==> src/mss_pkg.sv <==
// Contract
// - on command energises function's contactors
// - latch on command until off, unless inching
// - current present lights run lamp and status
// - off command drops all energised contactors
// - no current lights stopped lamp and status
// - fault drops contactors, flashes lamp, flags
// - no current within run time: fault
// - current after run time off: fault, block
// - run time zero disables run supervision
// - unexpected current when off: fault, block
// - missing current when on: fault, drop
// - reversing never energises both directions
// - direction change needs off, no current, lockout
// - lockout zero skips the delay
// - star delta starts star, then delta
// - current changeover at 0.9 set current
// - time changeover after twice class time
// - star dropout confirmed before delta
package mss_pkg;

   // starter function selection
   typedef enum logic [1:0] {
      MSS_FN_DIRECT = 2'h0,
      MSS_FN_REVERSE = 2'h1,
      MSS_FN_STAR_DELTA = 2'h2
   } mss_func_t;

   // motor sequence, gray coded along the start path
   typedef enum logic [2:0] {
      MSS_ST_OFF = 3'h0,
      MSS_ST_RUN = 3'h1,
      MSS_ST_STAR = 3'h4,
      MSS_ST_GAP = 3'h5,
      MSS_ST_DELTA = 3'h7
   } mss_state_t;

   // the three contactor drives
   typedef struct packed {
      logic c;
      logic b;
      logic a;
   } mss_cont_t;

   // sticky fault bits
   typedef struct packed {
      logic checkback_on;
      logic missing_current;
      logic run_off;
      logic run_on;
   } mss_fault_t;

   localparam int unsigned MSS_TIME_W = 16;
   localparam logic [MSS_TIME_W-1:0] MSS_TIME_ZERO = 16'h0000;
   // changeover threshold 0.9 as 9/10
   localparam int unsigned MSS_CHG_NUM = 9;
   localparam int unsigned MSS_CHG_DEN = 10;
   // time changeover factor on class time
   localparam int unsigned MSS_CLASS_MUL = 2;
   // flash half period in ticks
   localparam int unsigned MSS_FLASH_TICKS = 2;

endpackage

==> src/mss_timer.sv <==
`timescale 1ns/10ps
module mss_timer #(
   parameter int unsigned W = 16
) (
   input wire logic core_clk_i, // clock
   input wire logic rst_i, // sync reset
   input wire logic run_i, // count while high, clear when low
   input wire logic tick_i, // time base tick
   input wire logic [W-1:0] limit_i, // limit in ticks
   output logic expired_o // count passed limit
);
   logic [W:0] count;

   // saturating tick counter
   always_ff @(posedge core_clk_i) begin
      if (rst_i || !run_i) begin
         count <= '0;
      end else if (tick_i && !count[W]) begin
         count <= count + 1'b1;
      end
   end

   assign expired_o = run_i && (count > {1'b0, limit_i});
endmodule

==> src/mss_sequencer.sv <==
`timescale 1ns/10ps
module mss_sequencer #(
   parameter int unsigned TW = 16, // timer width
   parameter int unsigned IW = 16 // current value width
) (
   input wire logic core_clk_i, // 250 MHz clock
   input wire logic rst_i, // sync reset
   input wire logic tick_i, // time base tick
   input wire mss_pkg::mss_func_t func_i, // starter function
   input wire logic inching_i, // inching mode
   input wire logic changeover_by_current_i, // star delta by current
   input wire logic on_station_first_i, // on1 command
   input wire logic on_station_second_i, // on2 command
   input wire logic off_station_i, // off command
   input wire logic current_present_i, // main circuit current
   input wire logic [IW-1:0] motor_current_i, // measured current
   input wire logic [IW-1:0] set_current_i, // set current
   input wire logic [TW-1:0] run_time_i, // run time limit
   input wire logic [TW-1:0] checkback_on_time_i, // on check-back
   input wire logic [TW-1:0] checkback_off_time_i, // off check-back
   input wire logic [TW-1:0] lockout_time_i, // lock-out time
   input wire logic [TW-1:0] class_time_i, // trip class time
   input wire logic fault_clear_i, // clear faults
   output mss_pkg::mss_cont_t contactor_o, // contactor drives
   output logic lamp_run_first_o, // on1 lamp
   output logic lamp_run_second_o, // on2 lamp
   output logic lamp_stopped_o, // off lamp
   output logic lamp_fault_o, // flashing fault lamp
   output logic gen_fault_flash_o, // general fault flash
   output logic status_on_first_o, // on1 status
   output logic status_on_second_o, // on2 status
   output logic status_off_o, // off status
   output logic status_fault_o, // general fault status
   output mss_pkg::mss_fault_t fault_o // specific fault bits
);
   ////////////////////////////////////////////////////////////////////
   mss_pkg::mss_state_t state;
   mss_pkg::mss_state_t next_state;
   mss_pkg::mss_fault_t fault;
   logic dir_second; // second station selected
   logic cmd_on; // motor commanded on
   logic off_pending; // off command run time watch
   logic any_fault;
   logic lockout_run;
   logic lock_exp, run_on_exp, run_off_exp, cbon_exp, cboff_exp;
   logic class_exp;
   logic on_req, dir_req, dir_ok, cur_low;
   logic [TW:0] class_limit;
   logic [IW+3:0] cur_scaled, set_scaled;
   logic [3:0] flash_cnt;
   logic flash;
   mss_pkg::mss_cont_t next_cont;

   assign any_fault = |fault;
   assign on_req = on_station_first_i || on_station_second_i;
   // reversing requests direction of the pressed station
   assign dir_req = on_station_second_i;

   ////////////////////////////////////////////////////////////////////
   // timers
   assign lockout_run = (state == mss_pkg::MSS_ST_OFF)
                        && !current_present_i;
   mss_timer #(.W(TW)) u_lock (
      .core_clk_i(core_clk_i), .rst_i(rst_i), .run_i(lockout_run),
      .tick_i(tick_i), .limit_i(lockout_time_i), .expired_o(lock_exp)
   );
   mss_timer #(.W(TW)) u_run_on (
      .core_clk_i(core_clk_i), .rst_i(rst_i),
      .run_i(cmd_on && !current_present_i && !off_pending),
      .tick_i(tick_i), .limit_i(run_time_i), .expired_o(run_on_exp)
   );
   mss_timer #(.W(TW)) u_run_off (
      .core_clk_i(core_clk_i), .rst_i(rst_i),
      .run_i(off_pending && current_present_i),
      .tick_i(tick_i), .limit_i(run_time_i), .expired_o(run_off_exp)
   );
   mss_timer #(.W(TW)) u_cb_on (
      .core_clk_i(core_clk_i), .rst_i(rst_i),
      .run_i(!cmd_on && !off_pending && current_present_i),
      .tick_i(tick_i), .limit_i(checkback_on_time_i),
      .expired_o(cbon_exp)
   );
   mss_timer #(.W(TW)) u_cb_off (
      .core_clk_i(core_clk_i), .rst_i(rst_i),
      .run_i(cmd_on && !current_present_i
             && (state != mss_pkg::MSS_ST_GAP)),
      .tick_i(tick_i), .limit_i(checkback_off_time_i),
      .expired_o(cboff_exp)
   );
   // class time doubled for changeover
   assign class_limit = (TW+1)'(mss_pkg::MSS_CLASS_MUL) * {1'b0, class_time_i};
   mss_timer #(.W(TW+1)) u_class (
      .core_clk_i(core_clk_i), .rst_i(rst_i),
      .run_i(state == mss_pkg::MSS_ST_STAR),
      .tick_i(tick_i), .limit_i(class_limit), .expired_o(class_exp)
   );

   // current at or below 0.9 set current
   assign cur_scaled = (IW+4)'(motor_current_i)
                       * (IW+4)'(mss_pkg::MSS_CHG_DEN);
   assign set_scaled = (IW+4)'(set_current_i) * (IW+4)'(mss_pkg::MSS_CHG_NUM);
   assign cur_low = cur_scaled <= set_scaled;

   // direction change allowed only from rest after lockout
   assign dir_ok = (func_i != mss_pkg::MSS_FN_REVERSE)
                   || (dir_req == dir_second)
                   || (lockout_run && (lock_exp
                       || (lockout_time_i == mss_pkg::MSS_TIME_ZERO)));

   ////////////////////////////////////////////////////////////////////
   // sticky faults, set wins over clear
   always_ff @(posedge core_clk_i) begin
      if (rst_i) begin
         fault <= '0;
      end else begin
         if (fault_clear_i) begin
            fault <= '0;
         end
         // run supervision off when limit is zero
         if (run_time_i != mss_pkg::MSS_TIME_ZERO) begin
            if (run_on_exp) begin
               fault.run_on <= 1'b1;
            end
            if (run_off_exp) begin
               fault.run_off <= 1'b1;
            end
         end
         if (cbon_exp) begin
            fault.checkback_on <= 1'b1;
         end
         if (cboff_exp) begin
            fault.missing_current <= 1'b1;
         end
      end
   end

   // on latch: stored until off, or level in inching
   always_ff @(posedge core_clk_i) begin
      if (rst_i) begin
         cmd_on <= 1'b0;
         dir_second <= 1'b0;
      end else if (off_station_i || any_fault) begin
         cmd_on <= 1'b0;
      end else if (inching_i) begin
         cmd_on <= on_req && (cmd_on || dir_ok);
         if (!cmd_on && on_req && dir_ok) begin
            dir_second <= dir_req;
         end
      end else if (on_req && !cmd_on && dir_ok) begin
         cmd_on <= 1'b1;
         dir_second <= dir_req;
      end
   end

   // off watch for run time off
   always_ff @(posedge core_clk_i) begin
      if (rst_i) begin
         off_pending <= 1'b0;
      end else if (cmd_on && (off_station_i || inching_i && !on_req)) begin
         off_pending <= 1'b1;
      end else if (!current_present_i || cmd_on) begin
         off_pending <= 1'b0;
      end
   end

   ////////////////////////////////////////////////////////////////////
   // motor sequence
   always_comb begin
      next_state = state;
      case (state)
         mss_pkg::MSS_ST_OFF: begin
            if (cmd_on) begin
               next_state = (func_i == mss_pkg::MSS_FN_STAR_DELTA)
                            ? mss_pkg::MSS_ST_STAR : mss_pkg::MSS_ST_RUN;
            end
         end
         mss_pkg::MSS_ST_RUN: begin
            if (!cmd_on) begin
               next_state = mss_pkg::MSS_ST_OFF;
            end
         end
         mss_pkg::MSS_ST_STAR: begin
            if (!cmd_on) begin
               next_state = mss_pkg::MSS_ST_OFF;
            end else if (changeover_by_current_i ? (current_present_i
                         && cur_low) : class_exp) begin
               next_state = mss_pkg::MSS_ST_GAP;
            end
         end
         mss_pkg::MSS_ST_GAP: begin
            if (!cmd_on) begin
               next_state = mss_pkg::MSS_ST_OFF;
            end else if (!current_present_i) begin
               next_state = mss_pkg::MSS_ST_DELTA;
            end
         end
         mss_pkg::MSS_ST_DELTA: begin
            if (!cmd_on) begin
               next_state = mss_pkg::MSS_ST_OFF;
            end
         end
         default: next_state = mss_pkg::MSS_ST_OFF;
      endcase
   end

   always_ff @(posedge core_clk_i) begin
      if (rst_i) begin
         state <= mss_pkg::MSS_ST_OFF;
      end else begin
         state <= next_state;
      end
   end

   ////////////////////////////////////////////////////////////////////
   // contactor decode per function
   always_comb begin
      next_cont = '0;
      if (cmd_on && !any_fault) begin
         case (func_i)
            mss_pkg::MSS_FN_REVERSE: begin
               // exactly one direction
               next_cont.a = !dir_second;
               next_cont.b = dir_second;
            end
            mss_pkg::MSS_FN_STAR_DELTA: begin
               // mains held, star then delta
               next_cont.a = 1'b1;
               next_cont.b = (next_state == mss_pkg::MSS_ST_STAR);
               next_cont.c = (next_state == mss_pkg::MSS_ST_DELTA);
            end
            default: next_cont.a = 1'b1;
         endcase
      end
   end

   // registered contactor drives, cleared on fault
   always_ff @(posedge core_clk_i) begin
      if (rst_i) begin
         contactor_o <= '0;
      end else begin
         contactor_o <= next_cont;
      end
   end

   // flash divider on ticks
   always_ff @(posedge core_clk_i) begin
      if (rst_i) begin
         flash_cnt <= '0;
         flash <= 1'b0;
      end else if (tick_i) begin
         if (flash_cnt == 4'(mss_pkg::MSS_FLASH_TICKS - 1)) begin
            flash_cnt <= '0;
            flash <= !flash;
         end else begin
            flash_cnt <= flash_cnt + 1'b1;
         end
      end
   end

   // lamps and status from current check-back, fault lamp and status from fault bits
   always_ff @(posedge core_clk_i) begin
      if (rst_i) begin
         lamp_run_first_o <= 1'b0;
         lamp_run_second_o <= 1'b0;
         lamp_stopped_o <= 1'b0;
         lamp_fault_o <= 1'b0;
         gen_fault_flash_o <= 1'b0;
         status_on_first_o <= 1'b0;
         status_on_second_o <= 1'b0;
         status_off_o <= 1'b0;
         status_fault_o <= 1'b0;
         fault_o <= '0;
      end else begin
         lamp_run_first_o <= current_present_i && !dir_second
                             && (func_i == mss_pkg::MSS_FN_REVERSE);
         lamp_run_second_o <= current_present_i && (dir_second
                             || func_i != mss_pkg::MSS_FN_REVERSE);
         status_on_first_o <= current_present_i && !dir_second
                              && (func_i == mss_pkg::MSS_FN_REVERSE);
         status_on_second_o <= current_present_i && (dir_second
                              || func_i != mss_pkg::MSS_FN_REVERSE);
         lamp_stopped_o <= !current_present_i;
         status_off_o <= !current_present_i;
         lamp_fault_o <= any_fault && flash;
         gen_fault_flash_o <= any_fault && flash;
         status_fault_o <= any_fault;
         fault_o <= fault;
      end
   end
endmodule

==> config.mk <==
export PLATFORM = sky130hd
export DESIGN_NAME = mss_sequencer
export DESIGN_NICKNAME = d
export VERILOG_FILES = /design/src/mss_pkg.sv /design/src/mss_timer.sv /design/src/mss_sequencer.sv
export SDC_FILE = /design/constraint.sdc
export NUM_CORES = 1
export LEC_CHECK = 0
export BUFFER_PORTS_ARGS = -buffer_cell sky130_fd_sc_hd__buf_2
export CAP_MARGIN = 20
export CORE_ASPECT_RATIO = 0.7
export CORE_MARGIN = 10
export CORE_UTILIZATION = 55
export CTS_CLUSTER_SIZE = 25
export DETAILED_ROUTE_END_ITERATION = 10
export PLACE_DENSITY_LB_ADDON = 0.2
export REMOVE_ABC_BUFFERS = 1
export SETUP_SLACK_MARGIN = 0.15
export SYNTH_ARGS = -nofsm -noshare
export SYNTH_HDL_FRONTEND = slang
export SYNTH_HIERARCHICAL = 1
export SYNTH_SLANG_ARGS = --single-unit
==> constraint.sdc <==
create_clock -name core_clk_i -period 4.5 [get_ports core_clk_i]
set_input_delay 0.45 -clock core_clk_i [delete_from_list [all_inputs] [get_ports core_clk_i]]
set_output_delay 0.45 -clock core_clk_i [all_outputs]
set_load 0.02 [all_outputs]
# [After elaboration in Yosys (flattened, before gate mapping)]
# Index checks and enable logic that the tools add are counted.
[classes] reduce_logical=79 div=0 order_cmp=7 addsub=7 bitwise=3 multipliers=2 shifts=0 n_eq_ne=12 mux=22
[ops] operator="$add 17x1->17 const B" n=5
[ops] operator="$gt 17x16->1" n=5
[ops] operator="$logic_and 1x1->1" n=31
[ops] operator="$mux 3" n=7
[ops] operator="$le 20x20->1" n=1
[ops] operator="$mul 16x4->20 const B" n=1
[ops] operator="$logic_not 1->1" n=19
[ops] operator="$mul 16x3->19 const B" n=1
[ops] operator="$add 18x1->18 const B" n=1
[ops] operator="$gt 18x17->1" n=1
[ops] operator="$logic_not 16->1" n=1
[ops] operator="$reduce_bool 16->1" n=1
[ops] operator="$eq 3x3->1 const B" n=5
[ops] operator="$logic_or 1x1->1" n=15
[ops] operator="$pmux 3 s4" n=1
[ops] operator="$mux 1" n=10
[ops] operator="$mux 4" n=2
[ops] operator="$reduce_bool 2->1" n=4
[ops] operator="$reduce_or 2->1" n=3
[ops] operator="$add 4x1->4 const B" n=1
[ops] operator="$eq 4x1->1 const B" n=1
[ops] operator="$reduce_and 2->1" n=2
[ops] operator="$reduce_or 4->1" n=1
[ops] operator="$eq 3x1->1 const B" n=1
[ops] operator="other kinds (10)" n=12
[totals] romBits=0 out_inout_bits=16 elab_cells=160 mem_count=0 ff_bits=130 input_bits=124 latchBits=0 ram_bits=0

# [Logic depth before layout (Yosys ltp)]
[logic_depth] ltp_word=9 ltp_mapped=17 ltp_nobuf=17

# [Cells and area by module]
# Netlist, hierarchy kept.
[by_module_without_submodules] mod="mss_timer at u_cb_off ..." cells_each=144 area_per_inst_um2=1206.2 n_inst=5 seq_area_each_um2=340.3
[by_module_without_submodules] mod="mss_sequencer" cells_each=377 area_per_inst_um2=3181.8 n_inst=1 seq_area_each_um2=540.5
[by_module_without_submodules] mod="mss_timer at u_class" cells_each=156 area_per_inst_um2=1257.5 n_inst=1 seq_area_each_um2=360.3

# [Worst setup path after synthesis]
# OpenSTA, ideal clock, no wires.
[synth_timing] path_kind="in2reg" from="in motor_current_i[10]" to="reg state[0]" n_path_buf=0 cell_stages=15 setup_slack_ps=1079 setup_ps=115 arrival_time_ps=3306 cell_sequence="ha_1 -> ha_1 -> and2_4 -> a221o_1 -> a41o_1 -> a21oi_2 -> o21ai_0 -> xor2_1 -> ha_1 -> and4_1 -> nand4_1 -> nor2_1 -> nor3_1 -> o21ai_0 -> and3_1"
[synth_via] elab_chain_cells=7
[synth_rtl] element="start, declared" line_no="mss_sequencer.sv:16" text="input wire logic [IW-1:0] motor_current_i,"
[synth_rtl] element="$mul 16x3->19" line_no="mss_sequencer.sv:100" text="* (IW+4)'(mss_pkg::MSS_CHG_DEN);"
[synth_rtl] element="$le 20x20->1" line_no="mss_sequencer.sv:102" text="assign cur_low = cur_scaled <= set_scaled;"
[synth_rtl] element="$logic_and 1x1->1" line_no="mss_sequencer.sv:186" text="&& cur_low) : class_exp) begin"
[synth_rtl] element="$mux 1" line_no="mss_sequencer.sv:185" text="end else if (changeover_by_current_i ? (current_present_i"
[synth_rtl] element="$mux 3" line_no="mss_sequencer.sv:185"
[synth_rtl] element="$mux 3" line_no="mss_sequencer.sv:183" text="if (!cmd_on) begin"
[synth_rtl] element="$pmux 3 s4" line_no="mss_sequencer.sv:170" text="case (state)"
[synth_rtl] element="end signal, assigned" line_no="mss_sequencer.sv:208" text="state <= mss_pkg::MSS_ST_OFF;"
[synth_rtl] element="end signal, assigned" line_no="mss_sequencer.sv:210" text="state <= next_state;"
[synth_rtl] element="end, declared" line_no="mss_sequencer.sv:37" text="mss_pkg::mss_state_t state;"
# No other way between the ends.
# A chain may end at the register's enable or synchronous reset.

# [Worst setup path in the final report]
[layout_timing] from="in motor_current_i[3]" to="reg state[0]"
# Same word-level chain as after synthesis.

==> results.txt <==
The commonest cells after synthesis are sky130_fd_sc_hd__ha_1, sky130_fd_sc_hd__inv_1, sky130_fd_sc_hd__nor2_1. The share of the yosys chip area belonging to registers came out at 0.249. The mapped cell area came out at 10,500 um^2. The effective utilization at floorplan is 0.557. The layout-stage area growth over the synthesis result is 14.0%. The die span in y came out at 135 um. The I/O pin count is 140.

The clock arrives with 9.06 ps of skew. The post-route setup TNS came out at 0 ps. The kind of cell with the highest combined delay along the critical path is adder cells. The first global-routing pass estimated 41,400 um of wire. The number of placement rows is 42. The flip-flop cell with the highest count after synthesis is sky130_fd_sc_hd__dfxtp_1.

The routed via count divided by cell count is 5.50. The highest ir drop seen on vdd came out at 0.000197 V. By area the synthesized netlist is led by sky130_fd_sc_hd__dfxtp_1, sky130_fd_sc_hd__ha_1, sky130_fd_sc_hd__inv_1, sky130_fd_sc_hd__nor2_1, sky130_fd_sc_hd__xor2_1. The number of synthesized register bits came out at 130. The number of design rule violations left after detail routing came out at 0. Clock tree synthesis found a total of 130 sinks.

The number of buffers added on ports is around 140. The post-synthesis cell count came out at 1,253. The path type of the worst setup path is in2reg. At the worst endpoint, the required time is 4800 ps. The portion of the clock cycle consumed by the worst path in the final layout came out at 0.767. The insertion delay of the later-clocked pin in the worst-skew pair came out at 420 ps. In the post-route analysis, the smallest setup slack over all paths is roughly 1000 ps. Of the cells placed in the final design, the portion with a size suffix greater than 1 is 0.158. The post-CTS clock slew at the launch and capture registers of the worst setup and hold paths came out at ~60 ps.

The overall die area is 25,000 um^2. The count of different cell masters after synthesis came out at 73. In this run, post-CTS repair resized a total of 0 instances. The power after layout came out at 3.25 mW. The violation count after the first detailed-route iteration is around 560.

The routed layout has 9,015 vias. The number of iterations in the first detailed-routing pass is 6. Clock tree synthesis inserted a total of 17 buffers. The aggregate routed wire length is between 20,000 and 25,000 um. The total setup buffers inserted after CTS is 0.

The global placement routability congestion came out at ~0.88. The final count of hold timing violations came to 0. The number of enable flip-flop cells after synthesis is 0. The remaining antenna violation count after routing is 0. The number of buffers and inverters on the critical path is 2. The via count of the first global-routing pass is 8,590. The H-tree was split into 4 levels. The signal on the critical path passes through buf_2 > ha_1 > ha_1 > inv_1 > fa_1 > nor2b_1 > o31a_1 > a21oi_1 > a21oi_1 > nor4b_1 > a211o_1 > ha_1 > and4_1 > nand4_1 > nor2_1 > nor3_1 > o21ai_0 > and3_1. The minimum period implied by the final worst setup slack came out at 3450 ps. The critical path launch point type is a primary input. The global router's overall resource usage is 0.198. The TritonCTS clock tree is yes.

The number of setup violations in the final report came out at 0. The number of pins with negative max-slew slack in the final report was 0. The category of the worst setup path capture point is a flop. The initial antenna violation count is 1. Dividing total power by cell area gives a power density of 272 nW/um^2. The die width came out at between 150 and 200 um. Counting stages on the worst path, the most repeated cell is sky130_fd_sc_hd__ha_1. The worst setup slack after placement came out at 663 ps. The proportion of register bits with asynchronous set or reset after synthesis came out at 0. The Yosys step of the flow raised 6 warnings. The area fraction of the dominant cell type after synthesis came out at 0.249. The tool flagged a number of max-cap violations equal to 0. The worst hold path belongs to the class in2reg. The root cell of the clock tree is sky130_fd_sc_hd__clkbuf_16. The maximum number of pins on one net before global-route repair is 29. Setup repair after global routing left no endpoint under its margin. The wire length per cell after detailed routing is 15.2 um. The run finished with clean final reports. For the pin with the worst max-slew slack, the measured transition is 897 ps.

Counting along the longest clock path gives a buffer depth of 2. The most used standard cell by instance count after synthesis is sky130_fd_sc_hd__ha_1. The worst-path maximum fanout came out at 3. The total overflow left after global routing is 0. The number of nets in the final layout is 1,686. The core region is ~19,000 um^2.

The highest-delay cell along the critical path is sky130_fd_sc_hd__fa_1. Static timing analysis puts the maximum clock frequency at 290 MHz. The arrival time at the worst endpoint is roughly 3800 ps. The synthesized area per cell came out at around 8.4 um^2. The worst max-slew margin expressed relative to the limit came out at 0.397. Of all cell types, the one taking the most synthesized area is sky130_fd_sc_hd__dfxtp_1. The wire-length estimate of the detail-placed layout is 20,000 um. For this design, the CTS-stage hold fixing added 0 buffers. The delay contributed by the slowest stage of the critical path is 400 ps. The analysis attributes to cell leakage a power of about 5.6 nW.
logic make-up after synthesis:
kind of cell	Yosys count	share of synthesized area
buffers and inverters	167	0.0655
muxes	9	0.00860
adders and majority gates	180	0.217
other	1	0.000358
AOI/OAI and AO/OA	216	0.129
DFF	130	0.249
and+or+nand+nor	449	0.247
xor gates and xnor gates	101	0.0845
report_power, final:
group	total, mW	internal, mW	switching [mW]
registers	1.17	1.16	0.00833
logic	0.610	0.270	0.340
clock network	1.47	0.906	0.565
cell type report:
cell class | instances | area, um^2
well taps | 242 | 303
fillers | 1662 | 6880
flip-flops and latches | 130 | 2600
inverters | 138 | 518
diodes | 1 | 2.50
multi-input cells | 956 | 7180
repair buffers | 139 | 696
clock inverters | 14 | 193
clock buffers | 18 | 439
sequential cells by signal, indices dropped and copies added, names as in the netlist, 3 cells and up:
| signal | flops |
|---|---|
| state | 3 |
| u_cb_on/count | 17 |
| flash_cnt | 4 |
| fault | 4 |
| fault_o | 4 |
| u_run_on/count | 17 |
| u_lock/count | 17 |
| u_run_off/count | 17 |
| u_class/count | 18 |
| contactor_o | 3 |
| u_cb_off/count | 17 |
per-stage QoR:
step,area [um^2],instances,util,hold slack (ps)
after floorplan,10300,1224,-,452
after global placement,11300,1605,0.601,478
after detailed placement,11300,1605,0.601,474
after CTS,11900,1637,0.634,315
after global routing,11900,1637,0.634,340
final,11900,1638,0.634,334
worst register-to-register path: cells and delay by family (launching register included):
kind                       cells  cell delay [ps]
DFF                            1              350
muxes                          1              150
AOI/OAI and AO/OA              4              920
and+or+nand+nor                5              780
adders and majority gates      1              310
metal layers:
layer  wire length (um)  up-vias  track usage
li1                   -     4677            -
met3               1490       21       0.0397
met5                  0        -            0
met2              10500      237        0.296
met1              12700     4080        0.285
met4                195        0       0.0441
cell usage in the layout, fill, tap and decap left out, drive strengths merged, types with 7 or more instances in the layout:
cell type and n:
ha 178, inv 144, buf 139, nor2 134
dfxtp 130, nand2 91, a21oi 85, xor2 51
xnor2 50, o21ai 50, nand4 39, nand3 28
nor3 26, nor4 25, and3 24, nor2b 21
clkbuf 18, or3 16, a211oi 13, nand2b 12
a21o 10, mux2i 9, and2 8, or4 7
path summary, 6_finish.rpt:
kind | startpoint | end | slack [ps] | cells past startpoint
max | motor_current_i[3] | state[0] | 1050 | 18
min | off_station_i | cmd_on | 330 | 3
max reg2reg | u_lock/count[15] | dir_second | 1870 | 11
min reg2reg | flash | gen_fault_flash_o | 490 | 1
Note: power is estimated with default switching activity, not from simulation.
